File: src/design/rx_filter_consts.svh
// constants for the receive address filter and wake-up frame detector
// Behaviour
// - perfect mode accepts only station address match
// - hash-only mode hashes multicast and physical frames
// - crc upper six bits index 64-bit table
// - index msb picks high/low, five bits pick bit
// - hash-perfect: physical exact, multicast hashed
// - inverse mode accepts only non-matching destinations
// - pass-all-multicast accepts every multicast frame
// - promiscuous accepts every frame including broadcast
// - wake enable suppresses reception, checks patterns
// - wake detect sets status, raises irq/power event
// - clearing wake enable restores normal reception
// - addressed frames checked against four filters
// - 31-bit byte mask selects crc bytes
// - eight port writes fill words in order
// - command bit 3 selects multicast or unicast
// - command bit 0 enables the filter
// - low-power state forces wake detection on
// - 16-bit crc field equality flags match
// - 8-bit offset counted from destination start
// - frames failing address filter not received
`ifndef RX_FILTER_CONSTS_SVH
`define RX_FILTER_CONSTS_SVH

// register byte offsets
`define OFS_MAC_CTRL 8'h00
`define OFS_STA_HIGH 8'h04
`define OFS_STA_LOW 8'h08
`define OFS_HASH_HIGH 8'h0c
`define OFS_HASH_LOW 8'h10
`define OFS_WAKE_CSR 8'h14
`define OFS_WAKE_LOAD 8'h18

// control register bit positions
`define CTL_HASH_PERFECT 0
`define CTL_HASH_ONLY 1
`define CTL_INVERSE 2
`define CTL_PROMISC 3
`define CTL_PASS_MCAST 4
`define CTL_WIDTH 5

// wake control/status bit positions
`define WCS_ENABLE 0
`define WCS_RECEIVED 1
`define WCS_NOTIFY_PME 2
`define WCS_LOW_POWER 3
`define WCS_PTR_LSB 4

// filter storage layout
`define WAKE_WORDS 8
`define WORD_CMD 4
`define WORD_OFFSET 5
`define WORD_CRC_LO 6
`define CMD_ENABLE 0
`define CMD_MCAST 3
`define MASK_BITS 31

// frame layout
`define DA_BYTES 8'h06
`define DA_LAST 8'h05
`define BYTE_CNT_MAX 8'hff

// crc constants
`define CRC32_POLY 32'h04c11db7
`define CRC32_INIT 32'hffffffff
`define CRC16_POLY 16'h8005
`define CRC16_INIT 16'hffff

`endif

File: src/design/rx_filter_pkg.sv
// types shared by the receive filter and its pattern checkers
package rx_filter_pkg;

  // state of one wake pattern crc checker
  typedef struct packed {
    logic [15:0] crc;
  } check_state_type;

  // state of the filter top level
  typedef struct packed {
    logic wait_req;
    logic [31:0] rdata;
    logic [4:0] ctrl;
    logic [15:0] sta_hi;
    logic [31:0] sta_lo;
    logic [31:0] hash_hi;
    logic [31:0] hash_lo;
    logic wake_en;
    logic wake_rcvd;
    logic notify_pme;
    logic [2:0] load_ptr;
    logic [7:0][31:0] wake_words;
    logic [7:0] byte_cnt;
    logic [47:0] dest_addr;
    logic [31:0] hash_crc;
    logic addr_pass;
    logic eval_pending;
    logic filt_done;
    logic filt_pass;
    logic irq;
    logic power_event_out;
    logic lp_meta;
    logic lp_sync;
  } filter_state_type;

endpackage

File: src/design/rx_address_filter_wake_detect.sv
// destination address filter and wake-up frame detector with avalon-mm registers
//
// Chosen here: the register addresses and the Avalon-MM register port.
`timescale 1ns/10ps
`include "rx_filter_consts.svh"

module rx_address_filter_wake_detect #(
  parameter int NUM_FILTERS = 4
) (
  input wire logic ref_clk_i,
  input wire logic rst_i,
  // avalon-mm slave
  input wire logic [7:0] avs_address_i,
  input wire logic avs_read_i,
  input wire logic avs_write_i,
  input wire logic [31:0] avs_writedata_i,
  input wire logic [3:0] avs_byteenable_i,
  output logic [31:0] avs_readdata_o,
  output logic avs_waitrequest_o,
  // receive byte stream from the mac
  input wire logic rx_valid_i,
  input wire logic rx_sof_i,
  input wire logic rx_eof_i,
  input wire logic [7:0] rx_data_i,
  // power state pin, high in the first low-power state
  input wire logic low_power_i,
  // results
  output logic filt_done_o,
  output logic filt_pass_o,
  output logic irq_o,
  output logic power_event_out_o
);

  rx_filter_pkg::filter_state_type st_ff;
  rx_filter_pkg::filter_state_type nxt_st;

  logic [NUM_FILTERS-1:0][15:0] pat_crc;
  logic [7:0] byte_idx;

  // ethernet crc32 step, data lsb first
  function automatic logic [31:0] crc32_byte(input logic [31:0] c, input logic [7:0] d);
    logic [31:0] r;
    logic fb;
    r = c;
    for (int i = 0; i < 8; i++)
    begin
      fb = r[31] ^ d[i];
      r = {r[30:0], 1'b0};
      if (fb)
        r = r ^ `CRC32_POLY;
    end
    return r;
  endfunction

  // byte-enable merge for register writes
  function automatic logic [31:0] be_merge(input logic [31:0] old, input logic [31:0] wd,
                                           input logic [3:0] be);
    logic [31:0] r;
    r = old;
    for (int b = 0; b < 4; b++)
    begin
      if (be[b])
        r[b*8 +: 8] = wd[b*8 +: 8];
    end
    return r;
  endfunction

  // word select on the register bus; address bits 1:0 are byte lanes and ignored
  function automatic logic reg_sel(input logic [7:0] a, input logic [7:0] ofs);
    return a[7:2] == ofs[7:2];
  endfunction

  // wake control/status word as software reads it; low power shows the synced pin
  function automatic logic [31:0] csr_word(input logic en, input logic rcvd, input logic note,
                                           input logic lp, input logic [2:0] ptr);
    logic [31:0] r;
    r = 32'h0000_0000;
    r[`WCS_ENABLE] = en;
    r[`WCS_RECEIVED] = rcvd;
    r[`WCS_NOTIFY_PME] = note;
    r[`WCS_LOW_POWER] = lp;
    r[`WCS_PTR_LSB +: 3] = ptr;
    return r;
  endfunction

  // hash table lookup for a six-bit index
  function automatic logic hash_bit(input logic [31:0] hi, input logic [31:0] lo,
                                    input logic [5:0] idx);
    logic r;
    if (idx[5])
      r = hi[idx[4:0]];
    else
      r = lo[idx[4:0]];
    return r;
  endfunction

  // address decision: promiscuous, then multicast pass, then the mode bits;
  // inverse wins over the hash modes when software sets several at once
  function automatic logic mode_pass(input logic [`CTL_WIDTH-1:0] ctl, input logic mcast,
                                     input logic exact, input logic hashed);
    logic r;
    if (ctl[`CTL_INVERSE])
      r = ~exact;
    else if (ctl[`CTL_HASH_ONLY])
      r = hashed;
    else if (ctl[`CTL_HASH_PERFECT])
      r = mcast ? hashed : exact;
    else
      r = exact;
    if (ctl[`CTL_PASS_MCAST] & mcast)
      r = 1'b1;
    if (ctl[`CTL_PROMISC])
      r = 1'b1;
    return r;
  endfunction

  // one wake filter: enabled, right address type and crc equal
  function automatic logic filter_hit(input logic [3:0] cmd, input logic mcast,
                                      input logic [15:0] got, input logic [15:0] want);
    if (!cmd[`CMD_ENABLE])
      return 1'b0;
    // type and crc; reserved bits 2:1 ignored
    return cmd[`CMD_MCAST] == mcast && got == want;
  endfunction

  // frame byte index: a start of frame restarts at zero
  assign byte_idx = rx_sof_i ? 8'h00 : st_ff.byte_cnt;

  // one crc-16 checker per wake filter
  genvar g;
  generate
    for (g = 0; g < NUM_FILTERS; g++)
    begin : gen_check
      wake_pattern_check u_check (
        .ref_clk_i(ref_clk_i),
        .rst_i(rst_i),
        .byte_valid_i(rx_valid_i),
        .sof_i(rx_sof_i),
        .byte_i(rx_data_i),
        .byte_idx_i(byte_idx),
        .mask_i(st_ff.wake_words[g][30:0]),
        .offset_i(st_ff.wake_words[`WORD_OFFSET][g*8 +: 8]),
        .crc_o(pat_crc[g])
      );
    end
  endgenerate

  always_comb
  begin
    logic req;
    logic take;
    logic [31:0] wd;
    logic [31:0] rd;
    logic [47:0] da;
    logic [31:0] hcrc;
    logic [5:0] hidx;
    logic mcast;
    logic exact;
    logic hashed;
    logic pass;
    logic wake_mode;
    logic [3:0] cmd;
    logic [15:0] want;
    logic hit;
    // scratch word for narrow register merges
    logic [31:0] mrg;
    req = avs_read_i | avs_write_i;
    take = req & ~st_ff.wait_req;
    wd = avs_writedata_i;
    rd = 32'h0000_0000;
    da = st_ff.dest_addr;
    hcrc = rx_sof_i ? `CRC32_INIT : st_ff.hash_crc;
    hidx = 6'h00;
    mcast = 1'b0;
    exact = 1'b0;
    hashed = 1'b0;
    pass = 1'b0;
    cmd = 4'h0;
    want = 16'h0000;
    hit = 1'b0;
    wake_mode = 1'b0;
    mrg = 32'h0000_0000;
    nxt_st = st_ff;
    nxt_st.filt_done = 1'b0;

    // power pin synchroniser
    nxt_st.lp_meta = low_power_i;
    nxt_st.lp_sync = st_ff.lp_meta;
    wake_mode = st_ff.wake_en | st_ff.lp_sync;

    // waitrequest drops for one cycle in the second cycle of each request
    nxt_st.wait_req = ~(req & st_ff.wait_req);

    // read data prepared while waitrequest is still high; only reads load it,
    // so a write never disturbs data that an earlier read left standing
    if (avs_read_i & st_ff.wait_req)
    begin
      // word decode; unmapped words and the load port read as zero
      if (reg_sel(avs_address_i, `OFS_MAC_CTRL))
        rd[`CTL_WIDTH-1:0] = st_ff.ctrl;
      else if (reg_sel(avs_address_i, `OFS_STA_HIGH))
        rd[15:0] = st_ff.sta_hi;
      else if (reg_sel(avs_address_i, `OFS_STA_LOW))
        rd = st_ff.sta_lo;
      else if (reg_sel(avs_address_i, `OFS_HASH_HIGH))
        rd = st_ff.hash_hi;
      else if (reg_sel(avs_address_i, `OFS_HASH_LOW))
        rd = st_ff.hash_lo;
      else if (reg_sel(avs_address_i, `OFS_WAKE_CSR))
        rd = csr_word(st_ff.wake_en, st_ff.wake_rcvd, st_ff.notify_pme, st_ff.lp_sync,
                      st_ff.load_ptr);
      nxt_st.rdata = rd;
    end

    // writes take effect at the edge where waitrequest is low
    if (take & avs_write_i)
    begin
      // narrow registers merge through a full word, then keep their own bits
      if (reg_sel(avs_address_i, `OFS_MAC_CTRL))
      begin
        mrg = be_merge({27'h0, st_ff.ctrl}, wd, avs_byteenable_i);
        nxt_st.ctrl = mrg[`CTL_WIDTH-1:0];
      end
      else if (reg_sel(avs_address_i, `OFS_STA_HIGH))
      begin
        mrg = be_merge({16'h0, st_ff.sta_hi}, wd, avs_byteenable_i);
        nxt_st.sta_hi = mrg[15:0];
      end
      else if (reg_sel(avs_address_i, `OFS_STA_LOW))
        nxt_st.sta_lo = be_merge(st_ff.sta_lo, wd, avs_byteenable_i);
      else if (reg_sel(avs_address_i, `OFS_HASH_HIGH))
        nxt_st.hash_hi = be_merge(st_ff.hash_hi, wd, avs_byteenable_i);
      else if (reg_sel(avs_address_i, `OFS_HASH_LOW))
        nxt_st.hash_lo = be_merge(st_ff.hash_lo, wd, avs_byteenable_i);
      // the control bits live in lane 0; a write without it changes nothing here
      else if (reg_sel(avs_address_i, `OFS_WAKE_CSR) && avs_byteenable_i[0])
      begin
        // enable enters, clear leaves wake mode
        nxt_st.wake_en = wd[`WCS_ENABLE];
        nxt_st.notify_pme = wd[`WCS_NOTIFY_PME];
        // received flag is write-one-to-clear
        if (wd[`WCS_RECEIVED])
          nxt_st.wake_rcvd = 1'b0;
        // any write here rewinds the load pointer
        nxt_st.load_ptr = 3'h0;
      end
      else if (reg_sel(avs_address_i, `OFS_WAKE_LOAD))
      begin
        nxt_st.wake_words[st_ff.load_ptr] =
          be_merge(st_ff.wake_words[st_ff.load_ptr], wd, avs_byteenable_i);
        if (st_ff.load_ptr < 3'(`WORD_CMD))
          nxt_st.wake_words[st_ff.load_ptr][`MASK_BITS] = 1'b0;
        // the pointer wraps after the last word, ready for the next full load
        nxt_st.load_ptr = st_ff.load_ptr + 3'h1;
      end
    end

    // receive byte path: destination capture and hash crc
    if (rx_valid_i)
    begin
      nxt_st.byte_cnt = (byte_idx == `BYTE_CNT_MAX) ? byte_idx : byte_idx + 8'h01;
      if (rx_sof_i)
        nxt_st.addr_pass = 1'b0;
      if (byte_idx < `DA_BYTES)
      begin
        da[byte_idx[2:0]*8 +: 8] = rx_data_i;
        nxt_st.dest_addr = da;
        hcrc = crc32_byte(hcrc, rx_data_i);
        nxt_st.hash_crc = hcrc;
      end
      if (byte_idx == `DA_LAST)
      begin
        mcast = da[0];
        exact = (da == {st_ff.sta_hi, st_ff.sta_lo});
        hidx = hcrc[31:26];
        hashed = hash_bit(st_ff.hash_hi, st_ff.hash_lo, hidx);
        // the decision uses the byte just captured, so it stands one cycle later
        // mode priority
        pass = mode_pass(st_ff.ctrl, mcast, exact, hashed);
        nxt_st.addr_pass = pass;
        nxt_st.filt_done = 1'b1;
        // rejected or wake-mode frames not received
        nxt_st.filt_pass = pass & ~wake_mode;
      end
    end

    // end of frame: pattern crcs settle next cycle
    nxt_st.eval_pending = rx_valid_i & rx_eof_i;

    if (st_ff.eval_pending & wake_mode & st_ff.addr_pass)
    begin
      for (int f = 0; f < NUM_FILTERS; f++)
      begin
        cmd = st_ff.wake_words[`WORD_CMD][f*8 +: 4];
        want = st_ff.wake_words[`WORD_CRC_LO + f/2][(f%2)*16 +: 16];
        // all filters are tried; any one hit marks the frame
        // enable, type, crc
        hit = hit | filter_hit(cmd, st_ff.dest_addr[0], pat_crc[f], want);
      end
    end

    if (hit)
      nxt_st.wake_rcvd = 1'b1;
    nxt_st.irq = nxt_st.wake_rcvd & ~nxt_st.notify_pme;
    nxt_st.power_event_out = nxt_st.wake_rcvd & nxt_st.notify_pme;
  end

  // single state register
  always_ff @(posedge ref_clk_i)
  begin
    if (rst_i)
    begin
      st_ff <= '0;
      st_ff.wait_req <= 1'b1;
      st_ff.hash_crc <= `CRC32_INIT;
    end
    else
      st_ff <= nxt_st;
  end

  // outputs straight from the state register
  assign avs_readdata_o = st_ff.rdata;
  assign avs_waitrequest_o = st_ff.wait_req;
  assign filt_done_o = st_ff.filt_done;
  assign filt_pass_o = st_ff.filt_pass;
  assign irq_o = st_ff.irq;
  assign power_event_out_o = st_ff.power_event_out;

endmodule

File: src/design/wake_pattern_check.sv
// crc-16 accumulator over the masked bytes of one wake-up pattern
`timescale 1ns/10ps
`include "rx_filter_consts.svh"

module wake_pattern_check (
  input wire logic ref_clk_i,
  input wire logic rst_i,
  input wire logic byte_valid_i,
  input wire logic sof_i,
  input wire logic [7:0] byte_i,
  input wire logic [7:0] byte_idx_i,
  input wire logic [30:0] mask_i,
  input wire logic [7:0] offset_i,
  output logic [15:0] crc_o
);

  rx_filter_pkg::check_state_type st_ff;
  rx_filter_pkg::check_state_type nxt_st;

  // one byte of crc-16, data taken lsb first as on the wire
  function automatic logic [15:0] crc16_byte(input logic [15:0] c, input logic [7:0] d);
    logic [15:0] r;
    logic fb;
    r = c;
    for (int i = 0; i < 8; i++)
    begin
      fb = r[15] ^ d[i];
      r = {r[14:0], 1'b0};
      if (fb)
        r = r ^ `CRC16_POLY;
    end
    return r;
  endfunction

  // byte window test and crc step
  always_comb
  begin
    logic [15:0] base;
    logic [7:0] rel;
    base = sof_i ? `CRC16_INIT : st_ff.crc;
    rel = byte_idx_i - offset_i;
    nxt_st = st_ff;
    if (byte_valid_i)
    begin
      nxt_st.crc = base;
      if (byte_idx_i >= offset_i && rel < 8'(`MASK_BITS) && mask_i[rel[4:0]])
        nxt_st.crc = crc16_byte(base, byte_i);
    end
  end

  always_ff @(posedge ref_clk_i)
  begin
    if (rst_i)
      st_ff <= '{crc: `CRC16_INIT};
    else
      st_ff <= nxt_st;
  end

  assign crc_o = st_ff.crc;

endmodule

File: config.mk
export PLATFORM = sky130hd
export DESIGN_NAME = rx_address_filter_wake_detect
export DESIGN_NICKNAME = d
export VERILOG_FILES = /design/src/design/rx_filter_pkg.sv /design/src/design/rx_address_filter_wake_detect.sv /design/src/design/wake_pattern_check.sv
export VERILOG_INCLUDE_DIRS = /design/src /design/src/design
export SDC_FILE = /design/constraint.sdc
export NUM_CORES = 2
export LEC_CHECK = 0
export BUFFER_PORTS_ARGS = -buffer_cell sky130_fd_sc_hd__buf_4
export CAP_MARGIN = 5
export CORE_MARGIN = 3
export CORE_UTILIZATION = 23
export DETAILED_ROUTE_END_ITERATION = 8
export HOLD_SLACK_MARGIN = 0.15
export PLACE_DENSITY = 0.37
export SETUP_SLACK_MARGIN = 0.5
export SLEW_MARGIN = 20
export SYNTH_ARGS = -nofsm -noshare
export SYNTH_HDL_FRONTEND = slang
export SYNTH_SLANG_ARGS = --single-unit
File: constraint.sdc
create_clock -name ref_clk_i -period 4.6 [get_ports ref_clk_i]
set_input_delay 0.23 -clock ref_clk_i [delete_from_list [all_inputs] [get_ports ref_clk_i]]
set_output_delay 0.23 -clock ref_clk_i [all_outputs]
set_load 0.05 [all_outputs]
* Yosys cells after proc, flatten, opt, wreduce, memory -nomap -nowiden
Cells that the tools add are included.
** Storage, ports and cells
- Register bits after elaboration :: 572
- Output and inout bits :: 37
- Logic and storage cells :: 471
- Input bits :: 60
** Operators by class
- Eq/ne operators :: 17
- Mux-type cells :: 235
- Magnitude comparators :: 17
- Shifts and indexed selects :: 2
- Bitwise operators :: 110
- Reductions and logical operators :: 39
- Add/sub/neg operators :: 7
** Operators by type and width (number)
- 2-to-1 mux 16 bit :: 98
- 2-to-1 mux 261 bit :: 6
- 2-to-1 mux 32 bit :: 23
- 2-to-1 mux 256 bit :: 2
- 2-to-1 mux 8 bit :: 38
- 2-to-1 mux 259 bit :: 1
- AND 256 bit :: 1
- bitwise mux 256 bit :: 1
- NOT 256 bit :: 1
- 2-to-1 mux 27 bit :: 9
- demux 32 bit (select 3 bit) :: 2
- NOT 14 bit :: 8
- binary-select mux 32 bit (select 3 bit) :: 1
- 2-to-1 mux 48 bit :: 2
- NOT 3 bit :: 32
- == test 16 bit :: 4
- bitwise mux 48 bit :: 1
- == test 48 bit :: 1
- variable shift 8 x 34 -> 48 bit, first input constant :: 1
- variable part select 8 x 34 -> 48 bit :: 1
- AND reduction 7 bit :: 6
- 2-to-1 mux 1 bit :: 40
- bitwise XOR 1 bit :: 40
- negator 6 -> 34 bit :: 1
- other kinds (34) :: 107

* Logic depth before layout (Yosys ltp)
- Depth after elaboration :: 46
- Mapped depth :: 19
- Mapped depth without buffers :: 15

* Modules after synthesis
From an unflattened synthesis, not the netlist that was laid out.
** Unflattened totals
- Cells, all modules :: 3867
- Area, all modules :: 32132.1 µm²
** By module, submodules not included
- rx_address_filter_wake_detect :: instances 1, cells each 3135, sequential area each 10169.8 µm², area an instance 25415.6 µm²
- wake_pattern_check :: instances 4, cells each 183, sequential area each 320.3 µm², area an instance 1679.1 µm²

* Worst setup path before layout
OpenSTA, ideal clock, no wires.
- Path kind :: in2reg
- Start :: input rx_sof_i
- End :: register gen_check[1].u_check.st_ff (netlist bit gen_check[1].u_check.crc_o[13])
- Arrival :: 4.625 ns
- Data required time :: 4.528 ns
- Buffers on the path :: 9
- Stages :: 18
- Library setup time :: 0.072 ns
- Setup slack :: -0.097 ns
- Cells stage by stage :: clkbuf_1 clkbuf_1 buf_1 clkbuf_1 clkbuf_1 buf_1 buf_1 nor2b_1 ha_1 a21boi_0 o21a_1 or4b_2 a211o_1 a21oi_1 or2_2 buf_2 buf_2 a2bb2oi_1
** Between the ends
- Word-level cells in the longest chain between the ends :: 24
- Elaborated cells on any way between the ends :: 32
- Classes of those cells :: add/sub: 1; order compare: 2; mux: 27; reduce/logical: 2
** RTL lines
- start: declaration :: line rx_address_filter_wake_detect.sv:22 : input wire logic rx_sof_i,
- 2-to-1 mux 16 bit :: line wake_pattern_check.sv:40 : base = sof_i ? `CRC16_INIT : st_ff.crc;
- 2-to-1 mux 16 bit :: line wake_pattern_check.sv:29 : if (fb)
- 2-to-1 mux 16 bit :: line wake_pattern_check.sv:46 : if (byte_idx_i >= offset_i && rel < 8'(`MASK_BITS) && mask_i[rel[4:0]])
- 2-to-1 mux 16 bit :: line wake_pattern_check.sv:43 : if (byte_valid_i)
- 2-to-1 mux 16 bit :: line wake_pattern_check.sv:29
- 2-to-1 mux 16 bit :: line wake_pattern_check.sv:46
- 2-to-1 mux 16 bit :: line wake_pattern_check.sv:43
- 2-to-1 mux 16 bit :: line wake_pattern_check.sv:29
- [... 8 more ...]
- 2-to-1 mux 16 bit :: line wake_pattern_check.sv:29
- 2-to-1 mux 16 bit :: line wake_pattern_check.sv:46
- 2-to-1 mux 16 bit :: line wake_pattern_check.sv:43
- 2-to-1 mux 16 bit :: line wake_pattern_check.sv:29
- 2-to-1 mux 16 bit :: line wake_pattern_check.sv:46
- 2-to-1 mux 16 bit :: line wake_pattern_check.sv:43
- 2-to-1 mux 16 bit :: line wake_pattern_check.sv:29
- 2-to-1 mux 16 bit * :: line wake_pattern_check.sv:46
- end signal: assignment :: line wake_pattern_check.sv:54 : st_ff <= '{crc: `CRC16_INIT};
- end signal: assignment :: line wake_pattern_check.sv:56 : st_ff <= nxt_st;
- end: declaration :: line wake_pattern_check.sv:17 : rx_filter_pkg::check_state_type st_ff;
Mark *: on every way between the ends. The rest lies on a longest branch, timed or not. The select of a mux whose other input is x is not followed.
A chain may end at the register's enable or synchronous reset.

* Worst setup path after layout
- Start :: register st_ff[89] in the netlist's numbering
- End :: register gen_check[1].u_check.st_ff (netlist bit gen_check[1].u_check.crc_o[1])
** Between the ends
- Word-level cells in the longest chain between the ends :: 6
- Elaborated cells on any way between the ends :: 9
- Classes of those cells :: add/sub: 1; order compare: 2; mux: 4; reduce/logical: 2
** RTL lines
- start: declaration :: line rx_address_filter_wake_detect.sv:34 : rx_filter_pkg::filter_state_type st_ff;
- start signal: assignment :: line rx_address_filter_wake_detect.sv:318 : st_ff <= nxt_st;
- 2-to-1 mux 8 bit * :: line rx_address_filter_wake_detect.sv:127 : assign byte_idx = rx_sof_i ? 8'h00 : st_ff.byte_cnt;
- subtractor 8 bit :: line wake_pattern_check.sv:41 : rel = byte_idx_i - offset_i;
- < comparator 8 x 5 -> 1 bit / binary-select mux 1 bit (select 5 bit) (equally long branches) :: line wake_pattern_check.sv:46
- logical AND 1 bit / 2-to-1 mux 1 bit (equally long branches) :: line wake_pattern_check.sv:46
- logical AND 1 bit * :: line wake_pattern_check.sv:46
- 2-to-1 mux 16 bit * :: line wake_pattern_check.sv:46
Marked as above.

==> results.yml <==
synth:
  synth-edff-count: 0
  synth_seq_cells: 569
  ys_seq_area_share_pct: 37.1
  yosysUniqueCellTypes: 81
  ys.flop_type: "dfxtp_1"
  syn_inst: 3854
  syn_avg_cell_area_um2: 7.96
  synth_warnings: 0
  synthesis.area_um2: 30700
  syn-num-nets: 3951
  synthArstFlopShare_pct: 0
critical_path:
  cpMaxStageDelayCell: "mux4_2"
  critPathBufInv: 4
  slowest_delay_ps: 550
  path_cells: "nand2_4 -> clkinvlp_4 -> buf_4 -> fa_2 -> xnor2_2 -> xnor2_2 -> buf_12 -> mux4_2 -> mux4_2 -> mux2i_4 -> buf_4 -> a211o_1 -> a21oi_1 -> or2_4 -> o21a_1"
  path_max_fanout: 8
  start_kind: "register"
  cp_top_family: "multiplexers"
  worst_ep_required_time_ps: 5160
  arrival_ps: 4570
  path_class: "register to register"
  critPathCaptureType: "register"
sta:
  layout_min_cycle_time_ps: 4010
  drv_slew: 0
  clock-skew-final_ps: 37.0
  fmax_ghz: 0.249
  hold_violations: 0
  setup_viol: 0
  setup_ws_ps: 586
  worst_pin_slew_ps: 1170
  min_period_over_period_pct: 87.3
  relSlewSlack_pct: 22.1
  rsz0062_at_grt: "false"
place:
  place_congestion: 0.868
  dp_hpwl_um: 100000
  port_buffers: 94
  dpl_worst_slack_ps: -139
detailed_routing:
  drtIter0Drc: 2446
  postRouteAntennaNets: 0
  routedWlPerCell_um: 24.3
  drc_errors: 0
  firstDrtPassIters: 5
  via_count: 28000
  via_per_inst: 4.88
  wirelength_um: 140000
pwr:
  p_leak_nw: 12.6
  ir_drop_v: 0.000257
  p_per_area_nw_per_um2: 351
final_layout:
  layout.nets: 4022
  fin_util_pct: 28.0
  post_route_cells_drive_above_1_share_pct: 13.0
  area_growth_pct: 20.6
  final_cell_mix: "nand2_1, dfxtp_1, a21oi_1"
  layout_commonest_cell: "nand2_1"
global_routing:
  grt_start_max_net_pins: 157
  antenna_found_initial: 4
  grt_pass1_wl_um: 199000
  grt_pass1_vias: 26900
  overflow: 0
  track_usage_pct: 19.7
worst_hold_path:
  min_path_type: "primary input to register"
floorplanning:
  die_h_um: 371
  die_width_um: 371
  rows: 133
  start_util_pct: 23.3
  design.core.area_um2: 132000
  die_area_um2: 138000
  top_level_ports: 97
clock_network:
  numCtsBuffers: 72
  root_buffer: "clkbuf_16"
  cts_max_path_buffers: 3
  h-tree-depth: 3
  clk_pin_slew_worst_paths_ps: 60
  insertion_delay_ps: 690
  cts_tree: "built"
  cts.sinks: 569
run:
  drv_cap: 0
status:
  status: "completed"
## worst paths after layout
kind         cells after the start                start                            end  slack, ps
max reg2reg                     15            st_ff[89]  gen_check[1].u_check.crc_o[1]        590
min reg2reg                      2             register                       register        450
min                              5  avs_byteenable_i[3]                     st_ff[351]        220
max                             15            st_ff[89]  gen_check[1].u_check.crc_o[1]        590
## layout make-up
cell class,instances,area (um^2)
diodes,3,7.51
clock buffers,106,2170
clock inverters,25,399
fillers,14300,94900
inverters,91,350
multi-input cells,2895,18000
flip-flops and latches,569,11400
well taps,1755,2200
repair buffers,296,2480
## report_power, final
part / switching [mW] / total (mW) / internal [mW]
logic: 1.09 / 1.72 / 0.625
clock network: 2.53 / 6.24 / 3.70
registers: 0.0555 / 5.04 / 4.99
## cell families (layout without fill, tap and decap cells)
kind of cell	Yosys count	after routing	synth area share, %
compound gates	886	887	17.4
xor+xnor	319	319	9.25
fa+ha+maj	41	41	1.74
buf+inv	394	518	5.30
flops	569	569	37.1
mux	237	237	10.0
other cells	0	3	0
simple gates	1408	1411	19.2
## timing repair
action	in CTS	in global routing
setup buffers	10	9
hold buffers	55	0
endpoints found under the setup margin	66	66
gates cloned	1	3
pin swaps	5	6
gates resized for setup	21	28
hold endpoints to repair	234	0
## metrics by stage
stage,total power [mW],std cells,setup TNS [ps],cell area [um^2],hold WS (ps)
floorplan,6.17,3854,0,30800,346
global placement,6.83,5528,-1010,33500,442
detailed placement,6.82,5528,-1810,33500,447
CTS,13.2,5725,0,36800,168
global route,13.5,5737,0,37000,233
finish,13.0,5740,0,37000,223
## layer usage
layer	part of all wire, %	GRT usage (%)
met1	46	26.6
met2	47	32.5
met3	4.9	2.91
met4	3.0	5.79
met5	0	0
## synthesized netlist by cell type (6+ instances only)
master | n | share of area (%)
nand2_1 | 804 | 9.8
dfxtp_1 | 569 | 37
a21oi_1 | 493 | 8.0
nor2_1 | 361 | 4.4
xnor2_1 | 248 | 7.1
clkbuf_1 | 226 | 2.8
mux2i_1 | 159 | 5.2
inv_1 | 87 | 1.1
o21ai_0 | 75 | 1.2
xor2_1 | 66 | 1.9
mux4_2 | 53 | 3.9
o211ai_1 | 49 | 1.2
nand3_1 | 43 | 0.70
o22ai_1 | 40 | 0.82
nor3_1 | 37 | 0.60
o22a_1 | 37 | 1.1
buf_4 | 35 | 0.86
ha_1 | 33 | 1.3
buf_1 | 31 | 0.38
a211oi_1 | 30 | 0.73
nand4_1 | 28 | 0.57
nor2b_1 | 26 | 0.53
mux2_2 | 25 | 0.92
a221oi_1 | 22 | 0.63
nor4_1 | 18 | 0.37
a2bb2oi_1 | 17 | 0.49
a22oi_1 | 14 | 0.34
and3_1 | 14 | 0.29
nand2b_1 | 12 | 0.24
o21a_1 | 12 | 0.29
buf_2 | 11 | 0.18
and2_1 | 10 | 0.20
o221ai_1 | 10 | 0.29
a31oi_1 | 9 | 0.18
nand3b_1 | 9 | 0.22
nor3b_1 | 9 | 0.22
or3_1 | 9 | 0.18
o21ai_1 | 8 | 0.13
o31ai_1 | 8 | 0.20
a22o_1 | 7 | 0.20
or2_2 | 7 | 0.14
a211o_1 | 6 | 0.17
a21o_1 | 6 | 0.15
a222oi_1 | 6 | 0.20
## tightest hold or removal path, cell delays in order
cell,delay (ps)
buf_4,210
mux2i_1,180
nor2b_1,110
nand2_1,70
a21oi_1,50
(Power assumes the default switching activity.)
